[config.mk]
export PLATFORM = sky130hd
export DESIGN_NAME = mrc_reset_ctrl
export DESIGN_NICKNAME = d
export VERILOG_FILES = /design/src/mrc_pkg.sv /design/src/mrc_reset_ctrl.sv
export VERILOG_INCLUDE_DIRS = /design/src
export SDC_FILE = /design/constraint.sdc
export NUM_CORES = 1
export LEC_CHECK = 0
export BUFFER_PORTS_ARGS = -buffer_cell sky130_fd_sc_hd__clkbuf_2
export CAP_MARGIN = 20
export CORE_MARGIN = 2
export CORE_UTILIZATION = 55
export CTS_CLUSTER_SIZE = 10
export DETAILED_ROUTE_END_ITERATION = 16
export PLACE_DENSITY = 0.82
export SYNTH_ARGS = -nofsm -noshare
export SYNTH_HDL_FRONTEND = slang
export SYNTH_SLANG_ARGS = --single-unit
[constraint.sdc]
create_clock -name hclk -period 6.91 [get_ports hclk]
set_input_delay 0.3455 -clock hclk [delete_from_list [all_inputs] [get_ports hclk]]
set_output_delay 0.3455 -clock hclk [all_outputs]
set_load 0.1 [all_outputs]
[src/mrc_params.svh]
// Constants of the reset sequencer: register map, field positions,
// reset values, accepted threshold codes and timing counts.
// Assumes a 20 MHz system clock.
`ifndef MRC_PARAMS_SVH
`define MRC_PARAMS_SVH

// Register byte offsets
`define MRC_ADDR_CAUSE 8'h00
`define MRC_ADDR_THRESH 8'h04
`define MRC_ADDR_STATUS 8'h08
`define MRC_ADDR_IRQ_STAT 8'h0c
`define MRC_ADDR_IRQ_MASK 8'h10
`define MRC_ADDR_PORT_DATA 8'h14
`define MRC_ADDR_PORT_DIR 8'h18

// reset_cause_flags fields
`define MRC_CAUSE_SYSCLK 7
`define MRC_CAUSE_LOWSUP 2
`define MRC_CAUSE_FAULT 1
`define MRC_CAUSE_WDTCTL 0

// Status fields
`define MRC_STATUS_TO 5
`define MRC_STATUS_PDF 4

// Interrupt status / mask fields
`define MRC_IRQ_W 4
`define MRC_IRQ_LOWSUP 0
`define MRC_IRQ_FAULT 1
`define MRC_IRQ_WDT 2
`define MRC_IRQ_WDTCTL 3

// Accepted threshold codes and reset values
`define MRC_CODE_2V10 8'h55
`define MRC_CODE_2V55 8'h33
`define MRC_CODE_3V15 8'h99
`define MRC_CODE_3V80 8'haa
`define MRC_THRESH_POR 8'h55
`define MRC_PORT_POR 8'hff

// Bus encodings
`define MRC_HSIZE_WORD 3'b010
`define MRC_ZERO32 32'h0000_0000

// Timing
`define MRC_CLK_HZ 20000000
`define MRC_POR_DELAY_MS 50
`define MRC_POR_DELAY_CYC (`MRC_POR_DELAY_MS * (`MRC_CLK_HZ / 1000))
`define MRC_QUAL_TIME_US 100
`define MRC_QUAL_CYC (`MRC_QUAL_TIME_US * (`MRC_CLK_HZ / 1000000))
`define MRC_FAULT_TICKS 2'd3
`define MRC_CNT_W 20

`endif

[src/mrc_pkg.sv]
// Types shared by the reset sequencer.
// Constants live in mrc_params.svh.
package mrc_pkg;

    typedef enum logic [1:0] {
        MRC_ST_POR = 2'b00,
        MRC_ST_RUN = 2'b01,
        MRC_ST_FAULT = 2'b10,
        MRC_ST_HOLD = 2'b11
    } mrc_state_t;

endpackage : mrc_pkg

[src/mrc_reset_ctrl.sv]
// Reset sequencer of a small 8-bit microcontroller, AHB-Lite slave.
// Assumes a comparator flag for the low supply, the slow RC clock as an
// asynchronous input, and watchdog/halt events from core logic on hclk.
//
// Implementation choices: the address map and the AHB-Lite slave port.
`timescale 1ns/100ps
`include "mrc_params.svh"

module mrc_reset_ctrl #(
    parameter int unsigned POR_CYCLES = `MRC_POR_DELAY_CYC,
    parameter int unsigned QUAL_CYCLES = `MRC_QUAL_CYC
) (
    // Clock and power-on reset
    input wire logic hclk,
    input wire logic hresetn,
    // AHB-Lite slave
    input wire logic hsel,
    input wire logic [31:0] haddr,
    input wire logic [1:0] htrans,
    input wire logic hwrite,
    input wire logic [2:0] hsize,
    input wire logic [31:0] hwdata,
    input wire logic hready,
    output logic hreadyout,
    output logic hresp,
    output logic [31:0] hrdata,
    output logic irq,
    // Analog and slow clock inputs
    input wire logic low_supply_in,
    input wire logic slow_internal_rc,
    // Core events on hclk
    input wire logic wdt_timeout,
    input wire logic wdt_ctrl_fault,
    input wire logic sleep_mode,
    input wire logic halt_exec,
    input wire logic clr_wdt,
    // Reset outputs
    output logic core_rst_n,
    output logic ctx_clear,
    // Preset registers
    output logic [7:0] threshold_code,
    output logic idle_sysclk_keep,
    output logic [7:0] port_data,
    output logic [7:0] port_dir
);

    function automatic logic code_ok(input logic [7:0] c);
        return (c == `MRC_CODE_2V10) || (c == `MRC_CODE_2V55) ||
               (c == `MRC_CODE_3V15) || (c == `MRC_CODE_3V80);
    endfunction : code_ok

    function automatic logic cnt_hit(input logic [`MRC_CNT_W-1:0] c,
                                     input int unsigned lim);
        return (32'(c) + 32'h0000_0001) >= lim;
    endfunction : cnt_hit

    function automatic logic sticky(input logic f, input logic set,
                                    input logic clr);
        return set | (f & ~clr);
    endfunction : sticky

    mrc_pkg::mrc_state_t state_reg, state_next;
    logic [`MRC_CNT_W-1:0] cnt_reg, cnt_next;
    logic [`MRC_CNT_W-1:0] qual_reg, qual_next;
    logic [1:0] rc_cnt_reg, rc_cnt_next;
    logic ls_s1_reg, ls_s2_reg, ls_s3_reg, ls_filt_reg;
    logic rc_s1_reg, rc_s2_reg, rc_s3_reg, rc_filt_reg, rc_prev_reg;
    logic fault_src_reg;
    logic [7:0] thresh_reg;
    logic sysclk_reg, lowsup_reg, fault_reg, wdtctl_reg;
    logic to_reg, pdf_reg;
    logic [7:0] pdata_reg, pdir_reg;
    logic [`MRC_IRQ_W-1:0] istat_reg, imask_reg, istat_set;
    logic core_rst_n_reg, ctx_clear_reg;
    logic dp_wr_reg, dp_rd_reg;
    logic [7:0] dp_addr_reg;
    logic [31:0] hrdata_reg;

    // Bus decode
    wire ap_valid = hsel & htrans[1] & hready & (hsize == `MRC_HSIZE_WORD);
    wire wr_cause = dp_wr_reg & (dp_addr_reg == `MRC_ADDR_CAUSE);
    wire wr_thresh = dp_wr_reg & (dp_addr_reg == `MRC_ADDR_THRESH);
    wire wr_istat = dp_wr_reg & (dp_addr_reg == `MRC_ADDR_IRQ_STAT);
    wire wr_imask = dp_wr_reg & (dp_addr_reg == `MRC_ADDR_IRQ_MASK);
    wire wr_pdata = dp_wr_reg & (dp_addr_reg == `MRC_ADDR_PORT_DATA);
    wire wr_pdir = dp_wr_reg & (dp_addr_reg == `MRC_ADDR_PORT_DIR);

    // Sequencer events
    wire running = (state_reg == mrc_pkg::MRC_ST_RUN) ||
                   (state_reg == mrc_pkg::MRC_ST_FAULT);
    wire mon_active = ls_filt_reg & ~sleep_mode & running;
    wire lvr_fire = mon_active & cnt_hit(qual_reg, QUAL_CYCLES);
    wire rc_edge = rc_filt_reg & ~rc_prev_reg;
    wire fault_req = (state_reg == mrc_pkg::MRC_ST_RUN) &
                     (~code_ok(thresh_reg) | wdt_ctrl_fault);
    wire fault_done = (state_reg == mrc_pkg::MRC_ST_FAULT) & rc_edge &
                      (rc_cnt_reg == (`MRC_FAULT_TICKS - 2'd1));
    wire wdt_full = running & wdt_timeout & ~sleep_mode;
    wire wdt_sleep = running & wdt_timeout & sleep_mode;
    wire enter_hold = (state_reg != mrc_pkg::MRC_ST_HOLD) &
                      (state_next == mrc_pkg::MRC_ST_HOLD);
    wire fault_load = fault_done & ~lvr_fire & ~wdt_full;
    wire keep_thresh = lvr_fire;

    // Synchronisers: a change counts once stages two and three agree
    always_ff @(posedge hclk or negedge hresetn) begin
        if (!hresetn) begin
            ls_s1_reg <= 1'b0;
            ls_s2_reg <= 1'b0;
            ls_s3_reg <= 1'b0;
            ls_filt_reg <= 1'b0;
            rc_s1_reg <= 1'b0;
            rc_s2_reg <= 1'b0;
            rc_s3_reg <= 1'b0;
            rc_filt_reg <= 1'b0;
            rc_prev_reg <= 1'b0;
        end else begin
            ls_s1_reg <= low_supply_in;
            ls_s2_reg <= ls_s1_reg;
            ls_s3_reg <= ls_s2_reg;
            if (ls_s2_reg == ls_s3_reg) begin
                ls_filt_reg <= ls_s3_reg;
            end
            rc_s1_reg <= slow_internal_rc;
            rc_s2_reg <= rc_s1_reg;
            rc_s3_reg <= rc_s2_reg;
            if (rc_s2_reg == rc_s3_reg) begin
                rc_filt_reg <= rc_s3_reg;
            end
            rc_prev_reg <= rc_filt_reg;
        end
    end

    // Sequencer next state
    always_comb begin
        state_next = state_reg;
        unique case (state_reg)
            mrc_pkg::MRC_ST_POR: begin
                if (cnt_hit(cnt_reg, POR_CYCLES)) begin
                    state_next = mrc_pkg::MRC_ST_RUN;
                end
            end
            mrc_pkg::MRC_ST_RUN: begin
                if (lvr_fire || wdt_full) begin
                    state_next = mrc_pkg::MRC_ST_HOLD;
                end else if (fault_req) begin
                    state_next = mrc_pkg::MRC_ST_FAULT;
                end
            end
            mrc_pkg::MRC_ST_FAULT: begin
                if (lvr_fire || wdt_full || fault_done) begin
                    state_next = mrc_pkg::MRC_ST_HOLD;
                end
            end
            mrc_pkg::MRC_ST_HOLD: begin
                if (!ls_filt_reg && cnt_hit(cnt_reg, POR_CYCLES)) begin
                    state_next = mrc_pkg::MRC_ST_RUN;
                end
            end
        endcase
    end

    // Counters
    always_comb begin
        cnt_next = '0;
        if ((state_reg == state_next) && !running &&
            !(state_reg == mrc_pkg::MRC_ST_HOLD && ls_filt_reg)) begin
            cnt_next = cnt_reg + `MRC_CNT_W'(1);
        end
        qual_next = '0;
        if (mon_active && !lvr_fire) begin
            qual_next = qual_reg + `MRC_CNT_W'(1);
        end
        rc_cnt_next = '0;
        if (state_reg == mrc_pkg::MRC_ST_FAULT) begin
            rc_cnt_next = rc_edge ? rc_cnt_reg + 2'd1 : rc_cnt_reg;
        end
    end

    // merged reset, asserted by hresetn or on hclk
    always_ff @(posedge hclk or negedge hresetn) begin
        if (!hresetn) begin
            state_reg <= mrc_pkg::MRC_ST_POR;
            cnt_reg <= '0;
            qual_reg <= '0;
            rc_cnt_reg <= 2'd0;
            fault_src_reg <= 1'b0;
            core_rst_n_reg <= 1'b0;
            ctx_clear_reg <= 1'b0;
        end else begin
            state_reg <= state_next;
            cnt_reg <= cnt_next;
            qual_reg <= qual_next;
            rc_cnt_reg <= rc_cnt_next;
            if (fault_req) begin
                fault_src_reg <= wdt_ctrl_fault & code_ok(thresh_reg);
            end
            // core held in reset clears PC, IRQs, timers
            core_rst_n_reg <= (state_next == mrc_pkg::MRC_ST_RUN) ||
                              (state_next == mrc_pkg::MRC_ST_FAULT);
            // sleep time-out clears only PC and stack
            ctx_clear_reg <= wdt_sleep & ~lvr_fire;
        end
    end

    // Flags and registers
    always_comb begin
        istat_set = '0;
        istat_set[`MRC_IRQ_LOWSUP] = lvr_fire;
        istat_set[`MRC_IRQ_FAULT] = fault_load & ~fault_src_reg;
        istat_set[`MRC_IRQ_WDT] = wdt_timeout;
        istat_set[`MRC_IRQ_WDTCTL] = fault_load & fault_src_reg;
    end

    always_ff @(posedge hclk or negedge hresetn) begin
        if (!hresetn) begin
            lowsup_reg <= 1'b0;
            fault_reg <= 1'b0;
            wdtctl_reg <= 1'b0;
            to_reg <= 1'b0;
            pdf_reg <= 1'b0;
            istat_reg <= '0;
            imask_reg <= '0;
        end else begin
            lowsup_reg <= sticky(lowsup_reg, lvr_fire,
                                 wr_cause & ~hwdata[`MRC_CAUSE_LOWSUP]);
            fault_reg <= sticky(fault_reg, fault_load & ~fault_src_reg,
                                wr_cause & ~hwdata[`MRC_CAUSE_FAULT]);
            wdtctl_reg <= sticky(wdtctl_reg, fault_load & fault_src_reg,
                                 wr_cause & ~hwdata[`MRC_CAUSE_WDTCTL]);
            to_reg <= to_reg | wdt_timeout;
            pdf_reg <= sticky(pdf_reg, halt_exec | wdt_sleep, clr_wdt);
            istat_reg <= istat_set |
                (istat_reg & ~(wr_istat ? hwdata[`MRC_IRQ_W-1:0] : '0));
            if (wr_imask) begin
                imask_reg <= hwdata[`MRC_IRQ_W-1:0];
            end
        end
    end

    // Registers preset again by every full reset, except the threshold code on a low-supply reset
    always_ff @(posedge hclk or negedge hresetn) begin
        if (!hresetn) begin
            thresh_reg <= `MRC_THRESH_POR;
            sysclk_reg <= 1'b0;
            pdata_reg <= `MRC_PORT_POR;
            pdir_reg <= `MRC_PORT_POR;
        end else if (enter_hold) begin
            // low supply keeps the code, others restore it
            if (!keep_thresh) begin
                thresh_reg <= `MRC_THRESH_POR;
            end
            sysclk_reg <= 1'b0;
            pdata_reg <= `MRC_PORT_POR;
            pdir_reg <= `MRC_PORT_POR;
        end else begin
            if (wr_thresh) begin
                thresh_reg <= hwdata[7:0];
            end
            if (wr_cause) begin
                sysclk_reg <= hwdata[`MRC_CAUSE_SYSCLK];
            end
            if (wr_pdata) begin
                pdata_reg <= hwdata[7:0];
            end
            if (wr_pdir) begin
                pdir_reg <= hwdata[7:0];
            end
        end
    end

    // Read mux
    logic [31:0] rd_mux;
    always_comb begin
        rd_mux = `MRC_ZERO32;
        unique case (dp_addr_reg)
            `MRC_ADDR_CAUSE: begin
                rd_mux[`MRC_CAUSE_SYSCLK] = sysclk_reg;
                rd_mux[`MRC_CAUSE_LOWSUP] = lowsup_reg;
                rd_mux[`MRC_CAUSE_FAULT] = fault_reg;
                rd_mux[`MRC_CAUSE_WDTCTL] = wdtctl_reg;
            end
            `MRC_ADDR_THRESH: rd_mux[7:0] = thresh_reg;
            `MRC_ADDR_STATUS: begin
                rd_mux[`MRC_STATUS_TO] = to_reg;
                rd_mux[`MRC_STATUS_PDF] = pdf_reg;
            end
            `MRC_ADDR_IRQ_STAT: rd_mux[`MRC_IRQ_W-1:0] = istat_reg;
            `MRC_ADDR_IRQ_MASK: rd_mux[`MRC_IRQ_W-1:0] = imask_reg;
            `MRC_ADDR_PORT_DATA: rd_mux[7:0] = pdata_reg;
            `MRC_ADDR_PORT_DIR: rd_mux[7:0] = pdir_reg;
            default: rd_mux = `MRC_ZERO32;
        endcase
    end

    // Bus phases; a read takes one wait state so hrdata comes from a flop
    always_ff @(posedge hclk or negedge hresetn) begin
        if (!hresetn) begin
            dp_wr_reg <= 1'b0;
            dp_rd_reg <= 1'b0;
            dp_addr_reg <= 8'h00;
            hrdata_reg <= `MRC_ZERO32;
        end else begin
            dp_wr_reg <= ap_valid & hwrite;
            dp_rd_reg <= ap_valid & ~hwrite;
            if (ap_valid) begin
                dp_addr_reg <= haddr[7:0];
            end
            if (dp_rd_reg) begin
                hrdata_reg <= rd_mux;
            end
        end
    end

    assign hreadyout = ~dp_rd_reg;
    assign hresp = 1'b0;
    assign hrdata = hrdata_reg;
    assign irq = |(istat_reg & imask_reg);
    assign core_rst_n = core_rst_n_reg;
    assign ctx_clear = ctx_clear_reg;
    assign threshold_code = thresh_reg;
    assign idle_sysclk_keep = sysclk_reg;
    assign port_data = pdata_reg;
    assign port_dir = pdir_reg;
endmodule : mrc_reset_ctrl

==> impl_metrics.env <==
export IMPL_r2r_end="threshold_code[7]"
export IMPL_chipWidth_um=106
export IMPL_worstRegToRegCells=14
export IMPL_grt_setup_unrepaired="false"
export IMPL_synthCells=577
export IMPL_crit_chain="ha_1, and3_1, nand3_1, a211oi_1, o2111a_1, and2_1, nand3b_1, a31oi_1, o32ai_1, ha_1, nand2b_1, and3_1, a21oi_2, a22o_1"
export IMPL_die_area_um2=11200
export IMPL_critical_path_class="register to register"
export IMPL_cp_arrival_ns=4.38
export IMPL_drcViolationCount=0
export IMPL_gp_congestion=0.900
export IMPL_cp_depth=14
export IMPL_skew_ns=0.0203
export IMPL_routed_via_density=5.83
export IMPL_io_buffers=68
export IMPL_rows=37
export IMPL_hold_viol=1
export IMPL_crit_fanout=18
export IMPL_start_util_pct=55.8
export IMPL_route_vias_total=4594
export IMPL_clock_sinks=112
export IMPL_path_delay_family="simple AND/OR/NAND/NOR gates"
export IMPL_drv_slew=0
export IMPL_critical_path_required_ns=7.18
export IMPL_worst_setup_path_end_kind="register"
export IMPL_synthArstFlopShare_pct=100
export IMPL_first_global_vias=4349
export IMPL_num_io_pins=143
export IMPL_power_density_nw_per_um2=290
export IMPL_ys_seq_elements=112
export IMPL_post_route_util_pct=61.4
export IMPL_fin_setup_tns_ns=0
export IMPL_antenna_found_initial=0
export IMPL_firstDrtPassIters=5
export IMPL_clk_pin_slew_ns=0.10
export IMPL_ctsHtreeMaxLevel=3
export IMPL_violations="hold timing"
export IMPL_outcome="finished, violations left"
export IMPL_ir_drop_mv=0.210
export IMPL_yosys_most_used_dff="dfrtp_1"
export IMPL_clkLatencyLatePin_ns=0.39
export IMPL_grt_pass1_wl_mm=20.5
export IMPL_die_h_um=106
export IMPL_syn_avg_cell_area_um2=9.84
export IMPL_cpPeakStageDelay_ns=0.47
export IMPL_ff2ff_setup_slack_ns=2.80
export IMPL_coreArea_um2=10200
export IMPL_root_buffer="clkbuf_8"
export IMPL_worst_pin_slew_ns=1.02
export IMPL_r2r_start="qual_reg[0]"
export IMPL_dp_hpwl_mm=8.97
export IMPL_areaGrowthSynthToFinish_pct=10.1
export IMPL_layout_drive_gt1_share_pct=20.2
export IMPL_cts_resized=0
export IMPL_final_nets=738
export IMPL_fmax_mhz=243
export IMPL_seq_area_um2=2830
export IMPL_ant_nets=0
export IMPL_finalCritPeriodShare_pct=59.4
export IMPL_yosysSeqAreaShare_pct=49.8
export IMPL_slew_limit_headroom_pct=31.3
export IMPL_crit_buf_inv=0
export IMPL_fin_cells=788
export IMPL_hold_path_class="input pin to asynchronous set/reset pin"
export IMPL_start_kind="register"
export IMPL_fin_hold_ws_ns=-0.000360
export IMPL_cts_hold_buf=0
export IMPL_dp_cells=772
export IMPL_synth_cell_type_count=66
export IMPL_syn_cell_area_um2=5680
export IMPL_cts_tree="done"
export IMPL_gr_total_overflow=0
export IMPL_diodes=0
export IMPL_wl_per_cell_um=15.7
export IMPL_multi_input_area_um2=2650
export IMPL_synth_warnings=0
export IMPL_worstSetupStartpoint="qual_reg[0]"
export IMPL_fill_cells=854
export IMPL_cp_slowest_cell="dfrtp_1"
export IMPL_finalWirelength_mm=12.4
export IMPL_crit_end="threshold_code[7]"
export IMPL_cts_buffers=9
export IMPL_grt_max_degree=58
export IMPL_period_minus_slack_ns=4.11
export IMPL_total_leakage_power_nw=2.76
export IMPL_drt_iter0_markers=410
export IMPL_clock_path_buffers=2
export IMPL_cts_post_setup_buffers_inserted=0
export IMPL_synth_edf_count=0
export IMPL_track_usage_pct=23.0
export IMPL_setup_viol=0
export IMPL_max_cap_violations=0
synth_stat cells, types with 3 or more instances:
library cell   n  area share (%)
inv_1         14            0.93
o22a_1         4            0.62
or2_2          3            0.33
o2111ai_1      3            0.46
nor3_1        14             1.2
xor2_1        16             2.5
a41oi_1        3            0.46
buf_4         25             3.3
nor4_1         4            0.44
a21o_1         3            0.40
a22o_1         5            0.77
and4_1         3            0.46
nor2_1        55             3.6
a222oi_1       3            0.53
nor4b_1        3            0.46
dfrtp_1       92              41
nor2b_1        5            0.55
nand2b_1       3            0.33
and3_1        11             1.2
dfstp_2       20             9.3
a22oi_1       14             1.9
buf_2          7            0.62
nand3b_1       5            0.66
nand3_1       46             4.1
xnor2_1       14             2.2
o21ai_0       15             1.3
a31oi_1        8            0.88
and2_1         6            0.66
nor4bb_1       5            0.88
nand2_1       70             4.6
clkbuf_1      14            0.93
o21a_1         3            0.40
ha_1          10             2.2
mux2_2        13             2.6
nand4_1        7            0.77
a21oi_1       14             1.2
worst reg2reg max path, stage by stage, from the launching register on:
cell and delay [ns]:
dfrtp_1 0.47, ha_1 0.21, and3_1 0.45, nand3_1 0.26, a211oi_1 0.33, o2111a_1 0.28, and2_1 0.18, nand3b_1 0.08
a31oi_1 0.24, o32ai_1 0.14, ha_1 0.24, nand2b_1 0.46, and3_1 0.39, a21oi_2 0.09, a22o_1 0.20
where the power goes:
group | leakage [nW] | internal [W] | total (W) | switching (W)
Sequential | 1.39 | 0.000718 | 0.000780 | 0.0000614
Combinational | 1.29 | 0.000173 | 0.000671 | 0.000498
Clock | 0.0838 | 0.000135 | 0.000364 | 0.000229
metal layers:
metal,GRT usage (%),vias to the layer above,part of all wire (%)
met1,30.2,2224,41
met5,0,-,0
met2,38.9,207,49
met3,3.46,21,7.3
met4,8.36,0,1.8
li1,-,2142,-
through the flow:
step	worst slack, ns	hold WS, ns	power, W	area, um2
finish	2.80	-0.000360	0.00181	6250
global route	2.39	0.0514	0.00191	6250
CTS	2.83	0.0212	0.00182	6250
detailed placement	2.86	0.335	0.00145	6070
global placement	3.02	0.335	0.00143	6070
floorplan	3.51	0.0499	0.00132	5800
area by class of cell:
cell class	instances	share of cell area, %
Sequential cell	112	45.2
Timing Repair Buffer	72	5.96
Multi-Input combinational cell	438	42.4
Clock buffer	9	1.98
Tap cell	136	2.72
Inverter	14	0.841
Clock inverter	7	0.901
worst min path at each step:
stage	endpoint	slack, ns	start
6_report	imask_reg[2]	-0.0004	hresetn
5_1_grt	imask_reg[2]	0.05	hresetn
4_1_cts	imask_reg[2]	0.02	hresetn
3_5_place_dp	ls_s2_reg	0.33	ls_s1_reg
3_3_place_gp	rc_s2_reg	0.34	rc_s1_reg
2_1_floorplan	cnt_reg[0]	0.05	hresetn
cell families (layout without fill, tap and decap cells):
family / count (synthesis) / count (layout) / synth area share [%]
and+or+nand+nor: 250 / 250 / 22.2
adders and majority gates: 12 / 12 / 2.56
buffers and inverters: 60 / 102 / 5.77
xor gates and xnor gates: 30 / 30 / 4.63
AOI/OAI and AO/OA: 98 / 98 / 12.3
other: 1 / 34 / 0.0660
muxes: 14 / 14 / 2.75
DFF: 112 / 112 / 49.8
cell usage in the layout, fill, tap and decap left out, types with 9 or more instances in the layout:
| cell | Yosys | layout |
|---|---|---|
| nor3_1 | 14 | 14 |
| dfstp_2 | 20 | 20 |
| a21oi_1 | 14 | 14 |
| mux2_2 | 13 | 13 |
| dfrtp_1 | 92 | 92 |
| ha_1 | 10 | 10 |
| o21ai_0 | 15 | 15 |
| and3_1 | 11 | 11 |
| clkbuf_8 | 0 | 9 |
| xnor2_1 | 14 | 14 |
| inv_1 | 14 | 14 |
| nor2_1 | 55 | 55 |
| clkbuf_2 | 0 | 67 |
| nand2_1 | 70 | 70 |
| nand3_1 | 46 | 46 |
| xor2_1 | 16 | 16 |
| a22oi_1 | 14 | 14 |
| conb_1 | 1 | 34 |
(Power assumes the default switching activity.)
